<file path="config.mk">
export PLATFORM = sky130hd
export DESIGN_NAME = hprm_regs
export DESIGN_NICKNAME = d
export VERILOG_FILES = /design/src/rtl/hprm_pkg.sv /design/src/rtl/hprm_regs.sv
export VERILOG_INCLUDE_DIRS = /design/src /design/src/rtl
export SDC_FILE = /design/constraint.sdc
export NUM_CORES = 1
export LEC_CHECK = 0
export BUFFER_PORTS_ARGS = -buffer_cell sky130_fd_sc_hd__buf_2
export CORE_MARGIN = 2
export CORE_UTILIZATION = 38
export DETAILED_ROUTE_END_ITERATION = 10
export GPL_TIMING_DRIVEN = 0
export PLACE_DENSITY_LB_ADDON = 0.25
export RECOVER_POWER = 50
export SYNTH_ARGS = -nofsm -noshare
export SYNTH_HDL_FRONTEND = slang
export SYNTH_SLANG_ARGS = --single-unit
</file>
<file path="constraint.sdc">
create_clock -name mclk -period 3 [get_ports mclk]
set_clock_uncertainty 0.2 [all_clocks]
set_input_delay 0.3 -clock mclk [delete_from_list [all_inputs] [get_ports mclk]]
set_output_delay 0.3 -clock mclk [all_outputs]
set_load 0.02 [all_outputs]
</file>
<file path="src/rtl/hprm_params.svh">
// holds offsets, field positions, reset values and timing counts of the halt/power/misc bank
// assumes inclusion by the bank module and the bench only
`ifndef HPRM_PARAMS_SVH
`define HPRM_PARAMS_SVH
`define HPRM_ADDR_HALT 32'hF7000100
`define HPRM_ADDR_RST 32'hF7000140
`define HPRM_ADDR_MISC 32'hF7000180
`define HPRM_ADDR_RMODE 32'hF7800000
`define HPRM_HALT_BRK_BIT 6
`define HPRM_HALT_PMB_BIT 5
`define HPRM_HALT_PMA_BIT 4
`define HPRM_HALT_LDC_BIT 3
`define HPRM_HALT_SEC_BIT 2
`define HPRM_HALT_NH_BIT 1
`define HPRM_MISC_FLT_BIT 2
`define HPRM_MISC_RSVD 5'h1F
`define HPRM_MISC_FLT_RST 1'h1
`define HPRM_MISC_EXP_RST 2'h3
`define HPRM_RST_CYCLES 10'h200
`endif

</file>
<file path="src/rtl/hprm_pkg.sv">
// holds the types of the halt/power/misc bank
// assumes the params header sits beside it
package hprm_pkg;
   typedef enum logic [1:0] {
      HPRM_EXP_MAIN,
      HPRM_EXP_RIGHT,
      HPRM_EXP_LEFT,
      HPRM_EXP_LOOP
   } hprm_exp_t;
   typedef struct packed {
      logic sel;
      logic wr;
      logic [31:0] addr;
      logic [7:0] wdata;
   } hprm_bus_t;
   typedef struct packed {
      logic pmodSecondGood;
      logic pmodFirstGood;
      logic diskConvGood;
      logic secureN;
   } hprm_pwr_t;
endpackage : hprm_pkg

</file>
<file path="src/rtl/hprm_regs.sv">
// holds the halt/power/misc register bank on the local byte bus
// assumes bus strobes and node state come from mclk logic; status pins are asynchronous
//
// Contract
// - break char sets sticky halt bit 6
// - bit5 shows second power module good
// - bit4 shows first power module good
// - bit3 shows all disk converters good
// - bit2 shows inverted secure pin
// - secure blocks console break halts
// - bit1 mirrors node halt bit
// - halt bits 7 and 0 read zero
// - reset register write pulses reset 512 cycles
// - misc bits 7:3 read ones, unwritable
// - misc bit2 drives backplane fault
// - fault bit leaves self test passed alone
// - expander select steers supply serial lines
// - disconnect write sets force ignore
// - bank writes need no backplane transaction
// - console select picks break port
`include "hprm_params.svh"
module hprm_regs (
   input wire logic mclk,
   input wire logic reset,
   input wire hprm_pkg::hprm_bus_t bus,
   output logic [7:0] rdata,
   input wire logic [3:0] breakSeen,
   input wire logic [1:0] consoleSelect,
   input wire logic haltEnable,
   input wire logic nodeHalt,
   input wire hprm_pkg::hprm_pwr_t pwrPins,
   input wire logic selfTestIn,
   output logic selfTestPassed,
   output logic breakHalt,
   output logic backplaneReset,
   output logic backplaneFault,
   output logic forceIgnore,
   output logic [1:0] expanderSelect,
   input wire logic psTx,
   output logic psRx,
   input wire logic [2:0] cabinetRx,
   output logic [2:0] cabinetTx
);
   import hprm_pkg::*;

   // ************************************************************
   // pin synchronisers
   // ************************************************************
   hprm_pwr_t pwrMeta_q, pwrSync_q;
   logic [3:0] brkMeta_q, brkSync_q;
   always_ff @(posedge mclk or posedge reset) begin
      if (reset) begin
         pwrMeta_q <= '0;
         pwrSync_q <= '0;
         brkMeta_q <= 4'h0;
         brkSync_q <= 4'h0;
      end else begin
         pwrMeta_q <= pwrPins;
         pwrSync_q <= pwrMeta_q;
         brkMeta_q <= breakSeen;
         brkSync_q <= brkMeta_q;
      end
   end

   // ************************************************************
   // address decode
   // ************************************************************
   // bank writes complete locally, no backplane cycle issued
   logic wrHalt, wrRst, wrMisc, wrRmode;
   assign wrHalt = bus.sel && bus.wr && (bus.addr == `HPRM_ADDR_HALT);
   assign wrRst = bus.sel && bus.wr && (bus.addr == `HPRM_ADDR_RST);
   assign wrMisc = bus.sel && bus.wr && (bus.addr == `HPRM_ADDR_MISC);
   assign wrRmode = bus.sel && bus.wr && (bus.addr == `HPRM_ADDR_RMODE);

   // ************************************************************
   // console break halt flag
   // ************************************************************
   logic brkEvent, brkFlag_q, secure;
   assign secure = ~pwrSync_q.secureN;
   assign brkEvent = brkSync_q[consoleSelect];
   always_ff @(posedge mclk or posedge reset) begin
      if (reset) begin
         brkFlag_q <= 1'b0;
      end else if (brkEvent) begin
         brkFlag_q <= 1'b1;
      end else if (wrHalt && bus.wdata[`HPRM_HALT_BRK_BIT]) begin
         brkFlag_q <= 1'b0;
      end
   end
   assign breakHalt = brkFlag_q && haltEnable && !secure;

   // ************************************************************
   // backplane reset pulse
   // ************************************************************
   logic [9:0] rstCnt_q;
   logic rstActive_q;
   always_ff @(posedge mclk or posedge reset) begin
      if (reset) begin
         rstCnt_q <= 10'h000;
         rstActive_q <= 1'b0;
      end else if (wrRst) begin
         rstCnt_q <= 10'h000;
         rstActive_q <= 1'b1;
      end else if (rstActive_q) begin
         if (rstCnt_q == `HPRM_RST_CYCLES - 10'h001) begin
            rstActive_q <= 1'b0;
            rstCnt_q <= 10'h000;
         end else begin
            rstCnt_q <= rstCnt_q + 10'h001;
         end
      end
   end
   assign backplaneReset = rstActive_q;

   // ************************************************************
   // misc control and disconnect
   // ************************************************************
   logic fault_q, ignore_q;
   logic [1:0] exp_q;
   always_ff @(posedge mclk or posedge reset) begin
      if (reset) begin
         fault_q <= `HPRM_MISC_FLT_RST;
         exp_q <= `HPRM_MISC_EXP_RST;
      end else if (wrMisc) begin
         fault_q <= bus.wdata[`HPRM_MISC_FLT_BIT];
         exp_q <= bus.wdata[1:0];
      end
   end
   always_ff @(posedge mclk or posedge reset) begin
      if (reset) begin
         ignore_q <= 1'b0;
      end else if (wrRmode) begin
         ignore_q <= 1'b1;
      end
   end
   assign forceIgnore = ignore_q;
   assign backplaneFault = fault_q;
   assign selfTestPassed = selfTestIn;
   assign expanderSelect = exp_q;

   // supply serial steering
   always_comb begin
      cabinetTx = 3'h0;
      psRx = 1'b1;
      case (hprm_exp_t'(exp_q))
         HPRM_EXP_MAIN: begin
            cabinetTx[0] = psTx;
            psRx = cabinetRx[0];
         end
         HPRM_EXP_RIGHT: begin
            cabinetTx[1] = psTx;
            psRx = cabinetRx[1];
         end
         HPRM_EXP_LEFT: begin
            cabinetTx[2] = psTx;
            psRx = cabinetRx[2];
         end
         HPRM_EXP_LOOP: begin
            psRx = psTx;
         end
         default: begin
            psRx = 1'b1;
         end
      endcase
   end

   // ************************************************************
   // read data
   // ************************************************************
   logic [7:0] haltView, miscView;
   always_comb begin
      haltView = 8'h00;
      haltView[`HPRM_HALT_BRK_BIT] = brkFlag_q;
      haltView[`HPRM_HALT_PMB_BIT] = pwrSync_q.pmodSecondGood;
      haltView[`HPRM_HALT_PMA_BIT] = pwrSync_q.pmodFirstGood;
      haltView[`HPRM_HALT_LDC_BIT] = pwrSync_q.diskConvGood;
      haltView[`HPRM_HALT_SEC_BIT] = secure;
      haltView[`HPRM_HALT_NH_BIT] = nodeHalt;
      miscView = {`HPRM_MISC_RSVD, fault_q, exp_q};
   end
   always_ff @(posedge mclk or posedge reset) begin
      if (reset) begin
         rdata <= 8'h00;
      end else if (bus.sel && !bus.wr) begin
         case (bus.addr)
            `HPRM_ADDR_HALT: rdata <= haltView;
            `HPRM_ADDR_MISC: rdata <= miscView;
            default: rdata <= 8'h00;
         endcase
      end
   end

   // ************************************************************
   // checks
   // ************************************************************
   brk_set_a: assert property (@(posedge mclk) disable iff (reset)
      brkEvent |=> brkFlag_q) else $error("break flag not set");
   brk_clr_a: assert property (@(posedge mclk) disable iff (reset)
      (brkFlag_q && !brkEvent && !(wrHalt && bus.wdata[6])) |=> brkFlag_q)
      else $error("break flag lost");
   sec_block_a: assert property (@(posedge mclk) disable iff (reset)
      secure |-> !breakHalt) else $error("halt while secure");
   rst_start_a: assert property (@(posedge mclk) disable iff (reset)
      wrRst |=> backplaneReset && rstCnt_q == 10'h000) else $error("reset not started");
   rst_end_a: assert property (@(posedge mclk) disable iff (reset)
      (rstActive_q && rstCnt_q == 10'h1FF && !wrRst) |=> !backplaneReset)
      else $error("reset pulse overran");
   ign_hold_a: assert property (@(posedge mclk) disable iff (reset)
      wrRmode |=> forceIgnore [*2]) else $error("ignore not held");
   misc_rsvd_a: assert property (@(posedge mclk) disable iff (reset)
      (bus.sel && !bus.wr && bus.addr == `HPRM_ADDR_MISC) |=> rdata[7:3] == 5'h1F)
      else $error("misc reserved bits");
   halt_rsvd_a: assert property (@(posedge mclk) disable iff (reset)
      (bus.sel && !bus.wr && bus.addr == `HPRM_ADDR_HALT) |=> !rdata[7] && !rdata[0])
      else $error("halt reserved bits");
   fault_wr_a: assert property (@(posedge mclk) disable iff (reset)
      wrMisc |=> backplaneFault == $past(bus.wdata[2])) else $error("fault bit write");

   // ************************************************************
   // reset pulse length watch
   // ************************************************************
   // counts pulse cycles, a rewrite starts again at one
   logic [10:0] rstSeen_q;
   always_ff @(posedge mclk or posedge reset) begin
      if (reset) begin
         rstSeen_q <= 11'h000;
      end else if (wrRst) begin
         rstSeen_q <= 11'h001;
      end else if (backplaneReset) begin
         rstSeen_q <= rstSeen_q + 11'h001;
      end else begin
         rstSeen_q <= 11'h000;
      end
   end
   rst_len_a: assert property (@(posedge mclk) disable iff (reset)
      $fell(backplaneReset) |-> rstSeen_q == 11'(`HPRM_RST_CYCLES) + 11'h001)
      else $error("reset pulse length");
   rst_cap_a: assert property (@(posedge mclk) disable iff (reset)
      backplaneReset |-> rstSeen_q <= 11'(`HPRM_RST_CYCLES))
      else $error("reset pulse too long");

   // ************************************************************
   // status view checks
   // ************************************************************
   pmb_view_a: assert property (@(posedge mclk) disable iff (reset)
      haltView[`HPRM_HALT_PMB_BIT] == pwrSync_q.pmodSecondGood)
      else $error("second module view");
   pma_view_a: assert property (@(posedge mclk) disable iff (reset)
      haltView[`HPRM_HALT_PMA_BIT] == pwrSync_q.pmodFirstGood)
      else $error("first module view");
   ldc_view_a: assert property (@(posedge mclk) disable iff (reset)
      haltView[`HPRM_HALT_LDC_BIT] == pwrSync_q.diskConvGood)
      else $error("disk converter view");
   sec_view_a: assert property (@(posedge mclk) disable iff (reset)
      haltView[`HPRM_HALT_SEC_BIT] == !pwrSync_q.secureN)
      else $error("secure view");
   nh_view_a: assert property (@(posedge mclk) disable iff (reset)
      haltView[`HPRM_HALT_NH_BIT] == nodeHalt)
      else $error("node halt view");
   brk_view_a: assert property (@(posedge mclk) disable iff (reset)
      haltView[`HPRM_HALT_BRK_BIT] == brkFlag_q)
      else $error("break flag view");
   halt_rd_a: assert property (@(posedge mclk) disable iff (reset)
      (bus.sel && !bus.wr && bus.addr == `HPRM_ADDR_HALT) |=> rdata == $past(haltView))
      else $error("halt read data");
   misc_rd_a: assert property (@(posedge mclk) disable iff (reset)
      (bus.sel && !bus.wr && bus.addr == `HPRM_ADDR_MISC) |=> rdata == $past(miscView))
      else $error("misc read data");
   unmap_rd_a: assert property (@(posedge mclk) disable iff (reset)
      (bus.sel && !bus.wr && bus.addr != `HPRM_ADDR_HALT && bus.addr != `HPRM_ADDR_MISC)
      |=> rdata == 8'h00) else $error("unmapped read data");
   rd_hold_a: assert property (@(posedge mclk) disable iff (reset)
      !(bus.sel && !bus.wr) |=> $stable(rdata))
      else $error("read data moved");
   wr_onehot_a: assert property (@(posedge mclk) disable iff (reset)
      $onehot0({wrHalt, wrRst, wrMisc, wrRmode}))
      else $error("write decode overlap");
   pwr_sync_a: assert property (@(posedge mclk) disable iff (reset)
      pwrSync_q == $past(pwrMeta_q))
      else $error("power sync stage");
   brk_sync_a: assert property (@(posedge mclk) disable iff (reset)
      brkSync_q == $past(brkMeta_q))
      else $error("break sync stage");

   // ************************************************************
   // control checks
   // ************************************************************
   exp_wr_a: assert property (@(posedge mclk) disable iff (reset)
      wrMisc |=> expanderSelect == $past(bus.wdata[1:0]))
      else $error("expander select write");
   misc_hold_a: assert property (@(posedge mclk) disable iff (reset)
      !wrMisc |=> $stable(backplaneFault) && $stable(expanderSelect))
      else $error("misc changed unwritten");
   fault_out_a: assert property (@(posedge mclk) disable iff (reset)
      backplaneFault == fault_q)
      else $error("fault output");
   ign_stick_a: assert property (@(posedge mclk) disable iff (reset)
      forceIgnore |=> forceIgnore)
      else $error("ignore dropped");
   ign_src_a: assert property (@(posedge mclk) disable iff (reset)
      (!forceIgnore && !wrRmode) |=> !forceIgnore)
      else $error("ignore without write");
   ign_out_a: assert property (@(posedge mclk) disable iff (reset)
      forceIgnore == ignore_q)
      else $error("ignore output");
   rst_src_a: assert property (@(posedge mclk) disable iff (reset)
      (!backplaneReset && !wrRst) |=> !backplaneReset)
      else $error("reset without write");
   rst_cnt_a: assert property (@(posedge mclk) disable iff (reset)
      (rstActive_q && !wrRst && rstCnt_q != 10'h1FF) |=> rstCnt_q == 10'($past(rstCnt_q) + 10'h001))
      else $error("reset count step");
   rst_idle_a: assert property (@(posedge mclk) disable iff (reset)
      !rstActive_q |-> rstCnt_q == 10'h000)
      else $error("reset count idle");
   brk_need_a: assert property (@(posedge mclk) disable iff (reset)
      (!brkFlag_q && !brkEvent) |=> !brkFlag_q)
      else $error("break flag without event");
   brk_w1c_a: assert property (@(posedge mclk) disable iff (reset)
      (brkFlag_q && !brkEvent && wrHalt && bus.wdata[`HPRM_HALT_BRK_BIT]) |=> !brkFlag_q)
      else $error("break flag not cleared");
   halt_en_a: assert property (@(posedge mclk) disable iff (reset)
      !haltEnable |-> !breakHalt)
      else $error("halt while disabled");
   brk_halt_a: assert property (@(posedge mclk) disable iff (reset)
      (brkFlag_q && haltEnable && !secure) |-> breakHalt)
      else $error("break halt missing");
   stp_pass_a: assert property (@(posedge mclk) disable iff (reset)
      selfTestPassed == selfTestIn)
      else $error("self test passed output");
   ps_main_a: assert property (@(posedge mclk) disable iff (reset)
      (exp_q == 2'h0) |-> cabinetTx == {2'b00, psTx} && psRx == cabinetRx[0])
      else $error("main cabinet steering");
   ps_right_a: assert property (@(posedge mclk) disable iff (reset)
      (exp_q == 2'h1) |-> cabinetTx == {1'b0, psTx, 1'b0} && psRx == cabinetRx[1])
      else $error("right cabinet steering");
   ps_left_a: assert property (@(posedge mclk) disable iff (reset)
      (exp_q == 2'h2) |-> cabinetTx == {psTx, 2'b00} && psRx == cabinetRx[2])
      else $error("left cabinet steering");
   ps_loop_a: assert property (@(posedge mclk) disable iff (reset)
      (exp_q == 2'h3) |-> cabinetTx == 3'h0 && psRx == psTx)
      else $error("loopback steering");
endmodule : hprm_regs

</file>
==> flow_summary.ini, run 1 <==
[die]
rows = 25
dieArea_um2 = 5350
num_io_pins = 80
fp.dieH_um = 73.15
coreArea_um2 = 4661
die_w_um = 73.15
start_util_pct = 38.98

[power]
switching_share_pct = 19.15
total_power_mw = 1.140
power.internal_mw = 0.9217
seq_power_share_pct = 48.5
p_per_area_nw_per_um2 = 467.3
power_switching_mw = 0.2184
clkPwrFrac_pct = 44.0
ir_worst_vdd_mv = 0.3121
power.leakage_nw = 1.121
comb_power_share_pct = 7.5

[synthesis]
synth_top_flop_cell = dfrtp_1
synthAdderAreaFrac_pct = 0.6887
synth_seq_area_share_pct = 55.30
syn_area_per_cell_um2 = 11.87
syn_nets = 215
synth-xor-area-share_pct = 1.928
synth_top_area_share_pct = 50.96
synth_edf_count = 0
synth.area.top_cells = dfrtp_1 (51%), dfstp_2 (4.3%), o31ai_2 (4.1%)
synth_common_cells = dfrtp_1 (37), nand2_1 (16), nor2_1 (13)
synth.most_common_cell = dfrtp_1
syn_inst = 153
synth-simple-area-share_pct = 22.18
synth_compound_area_share_pct = 10.61
yosys.area.top_type = dfrtp_1
ys_warn_count = 0
synth_cell_types = 42
async_reset_ff_share_pct = 100.0
synth_area_um2 = 1817
synth_top_family_by_area = simple AND/OR/NAND/NOR gates
muxShareOfSynthArea_pct = 6.061
synth_seq_cells = 40

[layout]
drive_gt1_share_pct = 39.67
fin_cells = 296
design_area_um2 = 2440
final_util_pct = 52.35
nets = 304
syn_to_final_growth_pct = 34.30
diodes = 0

[clock_network]
clock_latency_ps = 290
htreeDepth = 2
cts_setup_buffers = 0
path_clk_slew_ps = 70
cts_made_buffers = 5
cts-root-buf = clkbuf_8
clockBufferDepth = 2
clock-sinks = 40
cts_tree = built

[timing]
setup-violations-final = 0
worstMarginPinSlew_ps = 1436
setup_tns_ps = 0
finalMaxSlewViolations = 0
hold_viol = 0
rsz0062_at_grt = false
fmax_mhz = 491.1
relSlewSlack_pct = 4.165
period_needed_ps = 2036
min_period_over_period_pct = 67.87

[place]
dp_hpwl_um = 2747
dp.cells = 280
io_buffers = 73
gp_congestion = 0.7529
placed_area_um2 = 2250

[drt]
drc = 0
drt-total-wl_um = 3727
drt_first_pass_iters = 4
vias_per_cell = 4.956
ant_nets = 0
vias = 1467
wire_per_inst_um = 12.59
drt_iter0_markers = 88

[hold_path]
holdPathStages = 2
hold_class = input port to flop

[setup_path]
arrival_ps = 1540
cp-end-kind = output pin
critPathLaunchType = flop
path_cells = mux4_2 > buf_2
critPathRequiredTime_ps = 2500
crit_path_max_incr_delay_ps = 580
crit_slowest_cell = dfstp_2
reg2regPathDepth = 6
crit_type = flop to output pin
critPathMaxFanout = 6

[global_route]
grt_max_degree = 41
grt_first_pass_wirelength_um = 5996
antenna_found_initial = 0
grt_pass1_vias = 1401
grt_usage_pct = 15.00
grt-ovfl-total = 0

[flow_run]
cap_violations = 0

[run_status]
status = finished, final reports clean
## cell families (layout without fill, tap and decap cells)
group	Yosys count	count (layout)
buffers and inverters	12	101
AOI/OAI and AO/OA	21	21
adders and majority gates	1	1
muxes	8	8
DFF	40	40
xor gates and xnor gates	4	4
and+or+nand+nor	67	67
## routing by layer
metal	vias to the layer above	routed length (um)	GRT usage, %
li1	726	-	-
met1	687	1595	16.35
met2	45	1825	25.23
met3	9	237	6.215
met4	0	70	6.996
met5	-	0	0
## per-stage QoR
step                setup WS, ps  hold slack (ps)
global placement           953.1            132.3
floorplan                   1245            131.2
detailed placement         908.7            135.5
global route               665.3            27.18
CTS                        943.7            27.15
finish                     964.0            39.38
## layout by cell type (no fill, tap or decap), drive strengths merged, types with 3 or more instances in the layout
cell type     n
a21oi         6
and3          3
and4          3
buf          64
clkbuf       22
dfrtp        37
dfstp         3
dlygate4sd3   9
inv           4
mux2          4
nand2        16
nand2b        3
nand3         5
nand4         6
nor2         13
nor4          6
o31ai         8
xor2          4
## worst max-delay path: cells and delay by family (launching register included)
kind     cells  cell delay, ps
buf+inv      1             170
mux          1             490
flops        1             580
## power groups by stage
stage / clock, mW / sequential [mW] / combinational, mW
CTS: 0.521 / 0.553 / 0.0889
global route: 0.544 / 0.553 / 0.0948
floorplan: 0 / 0.562 / 0.0328
detailed placement: 0 / 0.563 / 0.0797
global placement: 0 / 0.563 / 0.0779
finish: 0.502 / 0.553 / 0.0854
## state kept, by name, indices dropped and copies added (netlist names)
| signal | cells |
|---|---|
| brkMeta_q | 4 |
| expanderSelect | 2 |
| pwrMeta_q | 4 |
| backplaneReset | 1 |
| backplaneFault | 1 |
| pwrSync_q | 1 |
| brkSync_q | 4 |
| rdata | 8 |
| haltView | 3 |
| forceIgnore | 1 |
| rstCnt_q | 10 |
| brkFlag_q | 1 |
## what timing repair did
| item | in CTS | in global routing |
|---|---|---|
| endpoints found under the hold margin | 45 | 0 |
| endpoints found under the setup margin | 0 | 0 |
| resized for setup | 0 | 0 |
| hold buffers | 9 | 0 |
## final cells by class
type,instances,area (um2)
Multi-Input combinational cell,101,740.7
Tap cell,54,67.56
Sequential cell,40,1005
Buffer,8,43.79
Inverter,4,15.01
Timing Repair Buffer,82,439.2
Clock inverter,2,60.06
Fill cell,415,2221
Clock buffer,5,68.82
## worst paths after layout
| check | slack [ps] | start | end |
|---|---|---|---|
| worst max-delay path | 960 | expanderSelect[0] | psRx |
| worst min-delay path | 40 | bus[2] | backplaneFault |
| worst max register to register | 1080 | rstCnt_q[0] | rstCnt_q[0] |
| worst min register to register | 150 | pwrMeta_q[2] | haltView[4] |
| max in group asynchronous | 980 | reset | rdata[4] |
| min in group asynchronous | 760 | reset | rdata[5] |
Note: power is estimated with default switching activity, not from simulation.
==> run 2: changes to the inputs <==
--- a/config.mk
+++ b/config.mk
@@ -6,6 +6,7 @@
 export SDC_FILE = /design/constraint.sdc
 export NUM_CORES = 1
 export LEC_CHECK = 0
+export ABC_AREA = 1
 export BUFFER_PORTS_ARGS = -buffer_cell sky130_fd_sc_hd__buf_2
 export CORE_MARGIN = 2
 export CORE_UTILIZATION = 38
==> constraint.sdc (replaced) <==
create_clock -name mclk -period 1.7 [get_ports mclk]
set_clock_uncertainty 0.2 [all_clocks]
set_input_delay 0.17 -clock mclk [delete_from_list [all_inputs] [get_ports mclk]]
set_output_delay 0.17 -clock mclk [all_outputs]
set_load 0.02 [all_outputs]
==> run 2 against run 1 <==
- hold slack got worse by 27 ps
- sequential cell count is the same
- critical endpoint unchanged
- cell count up 36%
- clock-buffer cell count stayed put
- via count grew 23%
- design area rose by 9.2%
- largest cell class unchanged
- critical path type unchanged
==> flow_summary.ini, run 2 <==
[synthesis]
synth_top_flop_cell = dfrtp_1
yosys.area.top_type = dfrtp_1
synth.area.top_cells = dfrtp_1 (47%), nand2_1 (12%), nand3_1 (10%)
synth_cell_types = 30
synth_seq_area_share_pct = 51.28
synth_seq_cells = 40
synth_top_area_share_pct = 47.25
async_reset_ff_share_pct = 100.0
synth.most_common_cell = nand2_1
syn_area_per_cell_um2 = 8.373
synth_common_cells = nand2_1 (63), nand3_1 (39), dfrtp_1 (37)
syn_nets = 296
synth_edf_count = 0
ys_warn_count = 0
synth_area_um2 = 1959
syn_inst = 234

[setup_path]
cp_top_family = flip-flops
critPathRequiredTime_ps = 1330
reg2regPathDepth = 9
crit_buf_inv = 2
path_cells = inv_2 > a21oi_1 > a21oi_2 > buf_6
reg2reg_slack_ps = 100
r2r_end = rstCnt_q[8]
crit_type = flop to output pin
r2r-start = rstCnt_q[0]
crit_slowest_cell = dfstp_2
critPathLaunchType = flop
crit_path_max_incr_delay_ps = 570
critPathMaxFanout = 5
arrival_ps = 1310
cp-end-kind = output pin

[die]
num_io_pins = 80
rows = 26
coreArea_um2 = 5042
die_w_um = 75.81
fp.dieH_um = 75.81
dieArea_um2 = 5746
start_util_pct = 38.86

[drt]
top_layer_used = met4
vias = 1802
ant_nets = 0
drc = 0
drt_first_pass_iters = 6
vias_per_cell = 4.483
wire_per_inst_um = 10.41
drt-total-wl_um = 4183
wl_met3_um = 237
wl_met1_um = 1909
wl_met2_um = 1999
drt_iter0_markers = 87

[layout]
diodes = 0
drive_gt1_share_pct = 30.42
syn_to_final_growth_pct = 36.02
largest_register_ffs = 10
final_util_pct = 52.85
largest_register = rstCnt_q
nets = 393
final_cell_mix = nand2_1 (63), buf_2 (59), nand3_1 (39)
nFillCells = 480
design_area_um2 = 2665
final_common_cell = nand2_1
reg_top3 = rstCnt_q x10, rdata x8

[place]
io_buffers = 74
placed_area_um2 = 2417
pre_cts_ws_ps = 38.90
dp_hpwl_um = 2987
gp_congestion = 0.7854

[timing]
worstMarginPinSlew_ps = 788.7
setup_ws_ps = 23.71
hold_viol = 0
finalMaxSlewViolations = 0
rsz0062_at_grt = true
relSlewSlack_pct = 47.34
worst_hold_slack_ps = 12.24
period_needed_ps = 1676
fmax_mhz = 596.6
setup-violations-final = 0
min_period_over_period_pct = 98.61

[global_route]
antenna_found_initial = 0
grt_pass1_vias = 1642
grt_max_degree = 41
grt_first_pass_wirelength_um = 6596
grt-ovfl-total = 0
grt_usage_pct = 14.96

[power]
power_switching_mw = 0.4203
p_per_area_nw_per_um2 = 716.9
ir_worst_vdd_mv = 0.4942
power.leakage_nw = 1.376
clkPwrFrac_pct = 40.2
comb_power_share_pct = 8.8
total_power_mw = 1.910
power.internal_mw = 1.490
switching_share_pct = 22.00
seq_power_share_pct = 51.0

[clock_network]
clockBufferDepth = 2
cts-root-buf = clkbuf_8
htreeDepth = 2
cts_tree = built
path_clk_slew_ps = 80
clock-sinks = 40
cts_made_buffers = 5
clock_latency_ps = 290

[hold_path]
whs_endpoint = brkFlag_q
worst_hold_startpoint = consoleSelect[1]
hold_class = input port to flop
holdPathStages = 3

[flow_run]
cap_violations = 0

[run_status]
status = finished, final reports clean
## run 2: changes by cell type after synthesis, moves of 4 or more
| cell | change |
|---|---|
| clkbuf_1 | -4 |
| inv_1 | +20 |
| mux2_2 | -4 |
| nand2_1 | +47 |
| nand3_1 | +34 |
| nor2_1 | +13 |
| nor2_2 | +7 |
| nor4_2 | -5 |
| o31ai_2 | -6 |
## run 2: cell families (layout without fill, tap and decap cells)
kind of cell | after synthesis | count (layout) | synth area share, %
AOI/OAI and AO/OA | 8 | 8 | 2.874
xor gates and xnor gates | 3 | 3 | 1.341
adders and majority gates | 1 | 1 | 0.6385
buffers and inverters | 30 | 128 | 6.386
DFF | 40 | 40 | 51.28
and+or+nand+nor | 152 | 152 | 37.48
## run 2: power groups by stage
stage,sequential [mW],clock (mW),combinational [mW]
after floorplan,0.992,0,0.0637
after global placement,0.993,0,0.142
after detailed placement,0.993,0,0.145
after CTS,0.975,0.783,0.169
after global routing,0.977,0.819,0.193
final,0.974,0.767,0.169
## run 2: metrics by stage
stage	cells	setup TNS [ps]
finish	402	0
global route	402	-86.08
CTS	402	0
detailed placement	378	0
global placement	378	-4533
floorplan	234	0
## run 2: worst max-delay path by stage
stage,startpoint,endpoint,slack [ps],cells after the start
3_3_place_gp,reset,rdata[0],-120,2
6_report,expanderSelect[1],psRx,20,4
2_1_floorplan,expanderSelect[0],cabinetTx[1],130,2
3_5_place_dp,rstCnt_q[0],rstCnt_q[7],40,6
4_1_cts,expanderSelect[1],psRx,1,5
5_1_grt,expanderSelect[1],psRx,-60,5
## run 2: worst reg2reg max path: stages (launching register included)
cell,delay [ps]
dfrtp_1,410
ha_1,180
nand2_1,100
nor3_4,230
inv_2,70
nor2_2,100
nand2_1,60
nand2_1,60
inv_1,30
nor2_1,90
## run 2: timing repair
item                       CTS  global route
setup endpoints to repair    1            11
setup buffers                3             0
hold endpoints to repair    49             0
hold buffers                13             0
gates resized for setup      2             7
## run 2: final cells by class
| class | count | area (um2) | share of cell area (%) |
|---|---|---|---|
| Sequential cell | 40 | 1005 | 37.70 |
| Multi-Input combinational cell | 164 | 820.8 | 30.80 |
| Timing Repair Buffer | 90 | 515.5 | 19.34 |
| Inverter | 28 | 106.4 | 3.991 |
| Tap cell | 70 | 87.58 | 3.286 |
| Clock buffer | 5 | 68.82 | 2.582 |
| Clock inverter | 3 | 42.54 | 1.596 |
| Buffer | 2 | 18.77 | 0.7042 |
## run 2: layer usage
metal	global-route usage [%]	up-vias
li1	-	933
met1	18.10	812
met2	26.15	51
met3	3.704	6
met4	4.678	0
met5	0	-
